===== config.mk =====
export PLATFORM = sky130hd
export DESIGN_NAME = utp_timer
export DESIGN_NICKNAME = d
export VERILOG_FILES = /design/src/utp_pkg.sv /design/src/utp_timer.sv
export VERILOG_INCLUDE_DIRS = /design/src
export SDC_FILE = /design/constraint.sdc
export NUM_CORES = 1
export LEC_CHECK = 0
export BUFFER_PORTS_ARGS = -buffer_cell sky130_fd_sc_hd__buf_2
export CAP_MARGIN = 20
export CELL_PAD_IN_SITES_DETAIL_PLACEMENT = 0
export CELL_PAD_IN_SITES_GLOBAL_PLACEMENT = 1
export CORE_AREA = 2 2 218 134
export CTS_BUF_LIST = sky130_fd_sc_hd__clkbuf_4 sky130_fd_sc_hd__clkbuf_8
export DETAILED_ROUTE_END_ITERATION = 6
export DIE_AREA = 0 0 220 136
export PLACE_DENSITY = 0.7
export SETUP_SLACK_MARGIN = 0.5
export SKIP_LAST_GASP = 1
export SLEW_MARGIN = 20
export SYNTH_ARGS = -nofsm -noshare
export SYNTH_HDL_FRONTEND = slang
export SYNTH_SLANG_ARGS = --single-unit

===== constraint.sdc =====
create_clock -name clk_i -period 2.02 [get_ports clk_i]
set_clock_uncertainty 0.15 [all_clocks]
set_input_delay 0.202 -clock clk_i [delete_from_list [all_inputs] [get_ports clk_i]]
set_output_delay 0.202 -clock clk_i [all_outputs]
set_load 0.005 [all_outputs]

===== src/utp_params.svh =====
/*
 * offsets, field positions, reset values and divider masks of the
 * universal timer block. assumes a 4-bit word address on the register
 * port and a 16-bit data path.
 */
`ifndef UTP_PARAMS_SVH
`define UTP_PARAMS_SVH

// register word addresses
`define UTP_A_PRELOAD   4'h0
`define UTP_A_COUNT     4'h1
`define UTP_A_SELECT    4'h2
`define UTP_B_PRELOAD   4'h3
`define UTP_B_COUNT     4'h4
`define UTP_B_SELECT    4'h5
`define UTP_C_PRELOAD   4'h6
`define UTP_C_COUNT     4'h7
`define UTP_C_SELECT    4'h8
`define UTP_PWM_CTRL    4'h9
`define UTP_INT_STATUS  4'hA
`define UTP_INT_CLEAR   4'hB
`define UTP_INT_ENABLE  4'hC
`define UTP_ROUTE       4'hD
`define UTP_STROBE_SEL  4'hE
`define UTP_PIN_LEVEL   4'hF

// reset values
`define UTP_RST_WORD    16'h0000
`define UTP_RST_SEL     4'h0
`define UTP_RST_PWM     8'h00

// pwm duty limits
`define UTP_PWM_MIN     8'h01
`define UTP_PWM_MAX     8'hFE

// timebase tick masks on the 14-bit rtc edge divider
`define UTP_M_4K        14'h0007
`define UTP_M_2K        14'h000F
`define UTP_M_512       14'h003F
`define UTP_M_64        14'h01FF
`define UTP_M_16        14'h07FF
`define UTP_M_2         14'h3FFF

// square-wave taps for the timer second input
`define UTP_TAP_64      8
`define UTP_TAP_16      10
`define UTP_TAP_2       13

// status bit positions
`define UTP_ST_TMR      0
`define UTP_ST_TB       3
`define UTP_ST_W        9

`define UTP_CNT_MAX     16'hFFFF

`endif


===== src/utp_pkg.sv =====
/*
 * types of the universal timer block.
 * assumes utp_params.svh is compiled alongside.
 */
package utp_pkg;

  typedef enum logic [1:0] {
    UTP_STB_NONE = 2'b00,
    UTP_STB_A    = 2'b01,
    UTP_STB_B    = 2'b10,
    UTP_STB_C    = 2'b11
  } utp_strobe_t;

  typedef struct packed {
    logic [3:0]        sync1_ff;
    logic [3:0]        sync2_ff;
    logic              rtc_prev_ff;
    logic [13:0]       tb_cnt_ff;
    logic [2:0]        lvl_prev_ff;
    logic [2:0][15:0]  pre_ff;
    logic [2:0][15:0]  cnt_ff;
    logic [2:0][3:0]   sel_ff;
    logic [2:0][3:0]   sel_act_ff;
    logic [7:0]        pwm_w_ff;
    logic [7:0]        pwm_cnt_ff;
    logic              pwm_q_ff;
    logic [8:0]        stat_ff;
    logic [8:0]        en_ff;
    logic [1:0]        route_ff;
    utp_strobe_t       dac_sel_ff;
    utp_strobe_t       adc_sel_ff;
    logic [15:0]       rdata_ff;
    logic [2:0]        ovf_ff;
    logic              dac_ff;
    logic              adc_ff;
    logic [1:0]        tbn_ff;
    logic [1:0]        tbf_ff;
    logic              wake_ff;
    logic              irq_ff;
  } utp_state_t;

endpackage


===== src/utp_timer.sv =====
/*
 * universal timer block: three reload timers, pwm output, timebase
 * divider, interrupt status and strobe routing, one register port.
 * assumes one 10 MHz clock; rtc, pll and external sources arrive as
 * asynchronous levels much slower than clk_i and are synchronised.
 */
// The register offsets and strobed register access are this design's own decisions.
`timescale 1ns/1ps
`include "utp_params.svh"

// Functional notes
// - three independent 16-bit up-counting timers
// - timer clock is AND of two inputs
// - overflow sends pulse to interrupt logic
// - overflows strobe dac latch and adc start
// - count write loads preload, applies source
// - wrap at ffff raises interrupt
// - reload preload on wrap, keep counting
// - one passes other input, zero stops
// - selector codes 0000 to 0011 decoded
// - codes 0100 to 1111 pair slow sources
// - external source two accepted as clock source
// - rtc domain feeds slow clocks of all timers
// - pwm duty from 1 to 254 of 256
// - pwm period 256 cycles, width from port
// - timebase divides rtc into six ticks
// - ticks routed to lines 6 and 7
// - 2 hz rtc event wakes the cpu
module utp_timer #(
  parameter int TB_BITS = 14,
  parameter int PWM_W   = 8
) (
  input  wire logic        clk_i,
  input  wire logic        rstn_i,
  input  wire logic        rtc_clk_i,
  input  wire logic        pll_clk_i,
  input  wire logic        external_source_one_i,
  input  wire logic        external_source_two_i,
  input  wire logic [3:0]  addr_i,
  input  wire logic [15:0] wdata_i,
  input  wire logic        we_i,
  input  wire logic        re_i,
  output logic      [15:0] rdata_o,
  output logic             irq_o,
  output logic      [2:0]  ovf_pulse_o,
  output logic             dac_latch_o,
  output logic             adc_start_o,
  output logic      [1:0]  tb_normal_o,
  output logic      [1:0]  tb_fast_o,
  output logic             rtc_wake_o,
  output logic             pwm_output_o
);

  if (TB_BITS != 14) begin : g_chk_tb
    $error("timebase divider must be 14 bits");
  end
  if (PWM_W != 8) begin : g_chk_pwm
    $error("pwm counter must be 8 bits");
  end

  ////////////////////////////////////////////////////////////////////////

  // returns {constant one, AND level} for one selector code
  function automatic logic [1:0] src_decode(
    input logic [3:0] sel,
    input logic       rtc,
    input logic       pll,
    input logic       external_source_two,
    input logic [2:0] slow
  );
    logic in1;
    logic in2;
    in1 = 1'b0;
    in2 = 1'b0;
    case (sel[3:2])
      2'b00: begin
        case (sel[1:0])
          2'b00:   in1 = 1'b0;
          2'b01:   in1 = 1'b1;
          2'b10:   in1 = rtc;
          default: in1 = pll;
        endcase
        in2 = (sel[1:0] == 2'b00) ? 1'b0 :
              (sel[1:0] == 2'b01) ? 1'b1 : external_source_two;
      end
      default: begin
        in1 = (sel[3:2] == 2'b01) ? external_source_two :
              (sel[3:2] == 2'b10) ? rtc : pll;
        in2 = (sel[1:0] == 2'b11) ? 1'b1 : slow[sel[1:0]];
      end
    endcase
    src_decode = {sel == 4'h1, in1 & in2};
  endfunction

  function automatic logic pick(
    input utp_pkg::utp_strobe_t s,
    input logic [2:0]           ovf
  );
    case (s)
      utp_pkg::UTP_STB_A: pick = ovf[0];
      utp_pkg::UTP_STB_B: pick = ovf[1];
      utp_pkg::UTP_STB_C: pick = ovf[2];
      default:            pick = 1'b0;
    endcase
  endfunction

  ////////////////////////////////////////////////////////////////////////

  utp_pkg::utp_state_t st_ff;
  utp_pkg::utp_state_t nxt_st;

  logic        rtc_rise;
  logic [5:0]  tick;
  logic [2:0]  slow;
  logic [2:0]  ovf;
  logic [8:0]  ev;
  logic [1:0]  dec;
  logic        step;
  logic [13:0] masks [6];

  assign masks[0] = `UTP_M_4K;
  assign masks[1] = `UTP_M_2K;
  assign masks[2] = `UTP_M_512;
  assign masks[3] = `UTP_M_64;
  assign masks[4] = `UTP_M_16;
  assign masks[5] = `UTP_M_2;

  always_comb begin
    nxt_st = st_ff;
    // pins pass two flops; only sync2 is looked at by logic
    nxt_st.sync1_ff = {external_source_two_i, external_source_one_i, pll_clk_i, rtc_clk_i};
    nxt_st.sync2_ff = st_ff.sync1_ff;

    // timebase divider on rtc rising edges
    rtc_rise = st_ff.sync2_ff[0] & ~st_ff.rtc_prev_ff;
    nxt_st.rtc_prev_ff = st_ff.sync2_ff[0];
    if (rtc_rise) begin
      nxt_st.tb_cnt_ff = st_ff.tb_cnt_ff + 14'h0001;
    end
    for (int i = 0; i < 6; i++) begin
      tick[i] = rtc_rise && ((st_ff.tb_cnt_ff & masks[i]) == masks[i]);
    end
    // slow square waves derived from the rtc divider
    slow = {st_ff.tb_cnt_ff[`UTP_TAP_2], st_ff.tb_cnt_ff[`UTP_TAP_16],
            st_ff.tb_cnt_ff[`UTP_TAP_64]};

    // timers
    ovf = 3'b000;
    dec = 2'b00;
    step = 1'b0;
    for (int t = 0; t < 3; t++) begin
      dec = src_decode(st_ff.sel_act_ff[t], st_ff.sync2_ff[0],
                       st_ff.sync2_ff[1], st_ff.sync2_ff[3], slow);
      nxt_st.lvl_prev_ff[t] = dec[0];
      // constant one has no edges, so it counts every clk_i
      step = dec[1] | (dec[0] & ~st_ff.lvl_prev_ff[t]);
      if (we_i && addr_i == 4'(3 * t + 1)) begin
        nxt_st.cnt_ff[t] = st_ff.pre_ff[t];
        nxt_st.sel_act_ff[t] = st_ff.sel_ff[t];
      end else if (step) begin
        if (st_ff.cnt_ff[t] == `UTP_CNT_MAX) begin
          nxt_st.cnt_ff[t] = st_ff.pre_ff[t];
          ovf[t] = 1'b1;
        end else begin
          nxt_st.cnt_ff[t] = st_ff.cnt_ff[t] + 16'h0001;
        end
      end
      if (we_i && addr_i == 4'(3 * t)) begin
        nxt_st.pre_ff[t] = wdata_i;
      end
      if (we_i && addr_i == 4'(3 * t + 2)) begin
        nxt_st.sel_ff[t] = wdata_i[3:0];
      end
    end
    nxt_st.ovf_ff = ovf;
    nxt_st.dac_ff = pick(st_ff.dac_sel_ff, ovf);
    nxt_st.adc_ff = pick(st_ff.adc_sel_ff, ovf);

    // timebase lines: 6 takes 4k/2k/512, 7 takes 64/16/2
    nxt_st.tbn_ff = {|tick[5:3] & ~st_ff.route_ff[1],
                     |tick[2:0] & ~st_ff.route_ff[0]};
    nxt_st.tbf_ff = {|tick[5:3] & st_ff.route_ff[1],
                     |tick[2:0] & st_ff.route_ff[0]};
    nxt_st.wake_ff = tick[5];

    // pwm free runs on clk_i
    nxt_st.pwm_cnt_ff = st_ff.pwm_cnt_ff + 8'h01;
    nxt_st.pwm_q_ff = (st_ff.pwm_w_ff >= `UTP_PWM_MIN) &&
                      (st_ff.pwm_w_ff <= `UTP_PWM_MAX) &&
                      (st_ff.pwm_cnt_ff < st_ff.pwm_w_ff);

    // sticky status: set wins over a clear in the same cycle
    ev = {tick, ovf};
    if (we_i && addr_i == `UTP_INT_CLEAR) begin
      nxt_st.stat_ff = st_ff.stat_ff & ~wdata_i[8:0];
    end
    nxt_st.stat_ff = nxt_st.stat_ff | ev;
    nxt_st.irq_ff = |(nxt_st.stat_ff & st_ff.en_ff);

    // writes to block-wide registers
    if (we_i) begin
      case (addr_i)
        `UTP_PWM_CTRL:   nxt_st.pwm_w_ff = wdata_i[7:0];
        `UTP_INT_ENABLE: nxt_st.en_ff = wdata_i[8:0];
        `UTP_ROUTE:      nxt_st.route_ff = wdata_i[1:0];
        `UTP_STROBE_SEL: begin
          nxt_st.dac_sel_ff = utp_pkg::utp_strobe_t'(wdata_i[1:0]);
          nxt_st.adc_sel_ff = utp_pkg::utp_strobe_t'(wdata_i[3:2]);
        end
        default: begin
        end
      endcase
    end

    // read data stands for one cycle only
    nxt_st.rdata_ff = `UTP_RST_WORD;
    if (re_i) begin
      case (addr_i)
        `UTP_A_PRELOAD:  nxt_st.rdata_ff = st_ff.pre_ff[0];
        `UTP_A_COUNT:    nxt_st.rdata_ff = st_ff.cnt_ff[0];
        `UTP_A_SELECT:   nxt_st.rdata_ff = {12'h000, st_ff.sel_ff[0]};
        `UTP_B_PRELOAD:  nxt_st.rdata_ff = st_ff.pre_ff[1];
        `UTP_B_COUNT:    nxt_st.rdata_ff = st_ff.cnt_ff[1];
        `UTP_B_SELECT:   nxt_st.rdata_ff = {12'h000, st_ff.sel_ff[1]};
        `UTP_C_PRELOAD:  nxt_st.rdata_ff = st_ff.pre_ff[2];
        `UTP_C_COUNT:    nxt_st.rdata_ff = st_ff.cnt_ff[2];
        `UTP_C_SELECT:   nxt_st.rdata_ff = {12'h000, st_ff.sel_ff[2]};
        `UTP_PWM_CTRL:   nxt_st.rdata_ff = {8'h00, st_ff.pwm_w_ff};
        `UTP_INT_STATUS: nxt_st.rdata_ff = {7'h00, st_ff.stat_ff};
        `UTP_INT_ENABLE: nxt_st.rdata_ff = {7'h00, st_ff.en_ff};
        `UTP_ROUTE:      nxt_st.rdata_ff = {14'h0000, st_ff.route_ff};
        `UTP_STROBE_SEL: nxt_st.rdata_ff = {12'h000, st_ff.adc_sel_ff,
                                            st_ff.dac_sel_ff};
        `UTP_PIN_LEVEL:  nxt_st.rdata_ff = {14'h0000, st_ff.sync2_ff[3:2]};
        default:         nxt_st.rdata_ff = `UTP_RST_WORD;
      endcase
    end
  end

  always_ff @(posedge clk_i or negedge rstn_i) begin
    if (!rstn_i) begin
      st_ff <= '0;
    end else begin
      st_ff <= nxt_st;
    end
  end

  assign rdata_o      = st_ff.rdata_ff;
  assign irq_o        = st_ff.irq_ff;
  assign ovf_pulse_o  = st_ff.ovf_ff;
  assign dac_latch_o  = st_ff.dac_ff;
  assign adc_start_o  = st_ff.adc_ff;
  assign tb_normal_o  = st_ff.tbn_ff;
  assign tb_fast_o    = st_ff.tbf_ff;
  assign rtc_wake_o   = st_ff.wake_ff;
  assign pwm_output_o = st_ff.pwm_q_ff;
endmodule // utp_timer


==> results.yml <==
sta:
  slew_violations: 0
  setup_viol_count_final: 45
  tns_ns: -3.095
  hold_viol: 0
  hold-worst-slack_ns: 0.06525
  rsz0062_at_grt: "true"
  period_minus_slack_ns: 2.180
  max_freq_mhz: 458.7
  relSlewSlack_pct: 60.96
  fin_crit_sh_pct: 107.9
  worst_slack_ns: -0.1602
  worst_pin_slew_ns: 0.5856
layout:
  layout_commonest_cell: "dfrtp_1"
  post-route-util_pct: 56.15
  diodes: 0
  fin_nets: 1422
  final_cells: 1779
  synthToLayoutAreaGrowth_pct: 42.45
  num-fill-cells: 2409
  regArea_mm2: 0.005364
  layout_common_cells: "dfrtp_1 (207), buf_4 (178), nand2_1 (128)"
  drive_above_1_share_pct: 45.01
  finalInstanceArea_mm2: 0.01578
  multi_input_area_mm2: 0.006110
yosys:
  synth_seq_cells: 214
  synth_enable_flop_cells: 0
  syn_area_mm2: 0.01108
  synth.area.top_cells: "dfrtp_1 (48%), mux2_2 (8.1%), nand2_1 (4.7%)"
  postSynthAreaPerCell_um2: 10.13
  synth-async-reset-ratio_pct: 100.0
  ys_seq_area_share_pct: 48.33
  syn_nets: 1136
  ys_warn_count: 0
  synth.top_cell.area_share_pct: 48.33
  yosys.area.top_type: "dfrtp_1"
  synth_cells: 1094
  synthFlopType: "dfrtp_1"
  ys_types: 79
worst_setup_path:
  critical_path_required_ns: 2.26
  crit_buf_inv: 0
  critPathCaptureType: "register"
  critPathKind: "reg2reg"
  crit_top_cell: "and3_4"
  r2r-start: "st_ff[192]"
  worstPathCellList: "ha_2, and3_4, and3_4, ha_4, a22o_1, a222oi_1, nand4_1"
  worstPathArrival_ns: 2.42
  crit_path_max_fanout: 2
  crit_family: "compound AO/OA/AOI/OAI gates"
  slowest_delay_ns: 0.40
  cp_slowest_cell: "dfrtp_1"
  critPathLaunch: "st_ff[192]"
  cp-start-kind: "register"
routing:
  drtAntennaViolNets: 0
  first_pass_iters: 5
  drc: 0
  drt_iter0_drc: 1102
  wire_per_inst_um: 22.50
  viasPerCell: 5.753
  vias: 10230
  wl_um: 40030
outcome:
  violations: "setup timing"
  status: "complete, but fails checks"
placement:
  place.detailed.instances: 1624
  hpwl_um: 28040
  dpl_worst_slack_ns: -0.2769
  placed_cell_area_mm2: 0.01320
  port_buffers: 55
  gp_congestion: 0.9216
floorplan:
  chipWidth_um: 220
  initial_core_util_pct: 39.42
  fp.coreArea_mm2: 0.02811
  fp.dieH_um: 136
  fp-row-count: 48
  dieArea_mm2: 0.02992
  ioPinCount: 56
clocking:
  cts_tree: "built"
  cts_buffers: 36
  clockBufferDepth: 3
  cts.htree.levels: 2
  cts-root-buf: "clkbuf_8"
  clk_pin_slew_ns: 0.06
  clk-insertion-delay-late_ns: 0.56
  clock_sink_count: 214
power_and_ir_drop:
  combPwrFrac_pct: 37.5
  clockPowerShare_pct: 24.9
  swShare_pct: 35.75
  p_int_mw: 10.84
  irDropWorstVdd_mv: 0.4962
  power_frac_seq_pct: 37.6
  p_sw_mw: 6.033
  total_power_mw: 16.88
  power.density_mw_per_mm2: 1069
  p_leak_nw: 7.175
global_route:
  antenna_found_initial: 1
  grt_max_degree: 68
  track_usage_pct: 26.99
  grt_pass1_wl_um: 60280
  grt-ovfl-total: 0
  grt_pass1_vias: 9695
worst_hold_path:
  hold_class: "in2async"
flow_run:
  maxCapViolations: 0
logic make-up after synthesis:
| kind of cell | after synthesis | share of synthesized area (%) |
|---|---|---|
| buffers and inverters | 111 | 5.116 |
| XOR/XNOR | 17 | 1.344 |
| AO/OA/AOI/OAI | 295 | 18.01 |
| AND/OR/NAND/NOR | 342 | 15.47 |
| adder cells (fa/ha/maj) | 14 | 1.581 |
| multiplexers | 101 | 10.14 |
| flip-flops | 214 | 48.33 |
sequential cells by signal, indices dropped and copies added (netlist names):
name and cells:
pwm_output_o 1, st_ff 178, dac_latch_o 1, nxt_st 5, tb_normal_o 2, irq_o 1, ovf_pulse_o 3, rdata_o 16
adc_start_o 1, tb_fast_o 2, rtc_wake_o 1, slow 3
power groups by stage:
| stage | sequential (mW) | clock [mW] | combinational [mW] |
|---|---|---|---|
| after floorplan | 6.13 | 0 | 2.52 |
| after global placement | 6.27 | 0 | 4.61 |
| after detailed placement | 6.29 | 0 | 4.68 |
| after CTS | 6.24 | 4.28 | 5.64 |
| after global routing | 6.44 | 4.51 | 6.75 |
| final | 6.34 | 4.21 | 6.33 |
area by class of cell:
class                           instances  share of cell area, %
Clock buffer                           56                  4.487
Clock inverter                          6                 0.3726
Inverter                               34                 0.8086
Multi-Input combinational cell        770                  38.71
Sequential cell                       214                  33.99
Tap cell                              375                  2.973
Timing Repair Buffer                  324                  18.66
final timing paths:
path                            slack, ns          end  cells after the start
worst min register to register       0.20  nxt_st[205]                      0
worst min-delay path                 0.07  nxt_st[209]                      2
worst max-delay path                -0.16        irq_o                      7
max in group asynchronous            1.01   st_ff[120]                      3
worst max register to register      -0.16        irq_o                      7
min in group clk_i                   0.13   rdata_o[6]                      4
worst reg2reg max path, stage by stage, from the launching register on:
cell and delay (ns):
dfrtp_1 0.40, ha_2 0.21, and3_4 0.18, and3_4 0.17
ha_4 0.17, a22o_1 0.22, a222oi_1 0.40, nand4_1 0.13
what timing repair did:
item / 4_1_cts / 5_1_grt
hold buffers: 26 / 0
pin swaps: 49 / 49
endpoints found under the setup margin: 88 / 91
gates cloned: 8 / 1
setup buffers: 33 / 25
endpoints found under the hold margin: 296 / 0
gates resized for setup: 109 / 97
layer usage:
| layer | GRT usage [%] | routed length, um |
|---|---|---|
| met1 | 42.22 | 19140 |
| met2 | 34.68 | 15840 |
| met3 | 9.105 | 4286 |
| met4 | 6.674 | 765 |
| met5 | 0 | 0 |
synth_stat cells, types with 4 or more instances:
| cell type | instances |
|---|---|
| a21oi_1 | 62 |
| mux2i_1 | 20 |
| a31oi_1 | 24 |
| a22oi_1 | 42 |
| a21o_1 | 12 |
| and2_1 | 5 |
| mux2_2 | 80 |
| nor3_2 | 5 |
| nor4_1 | 7 |
| clkbuf_1 | 19 |
| o21ai_0 | 59 |
| and4_1 | 7 |
| a221oi_1 | 9 |
| o22a_1 | 4 |
| dfrtp_1 | 214 |
| o22ai_1 | 14 |
| inv_1 | 34 |
| o2bb2ai_1 | 7 |
| and3_1 | 14 |
| nand4_1 | 21 |
| xnor2_1 | 12 |
| nand3_1 | 26 |
| buf_4 | 25 |
| nand2_1 | 140 |
| nand2b_1 | 9 |
| xor2_1 | 5 |
| nand3b_1 | 7 |
| a2bb2oi_1 | 4 |
| nor3b_1 | 4 |
| nor3_1 | 17 |
| ha_1 | 14 |
| a22o_1 | 4 |
| nor2_1 | 47 |
| nor2b_1 | 16 |
| buf_2 | 26 |
| a21oi_2 | 7 |
Power figures use the tool's default switching activity.
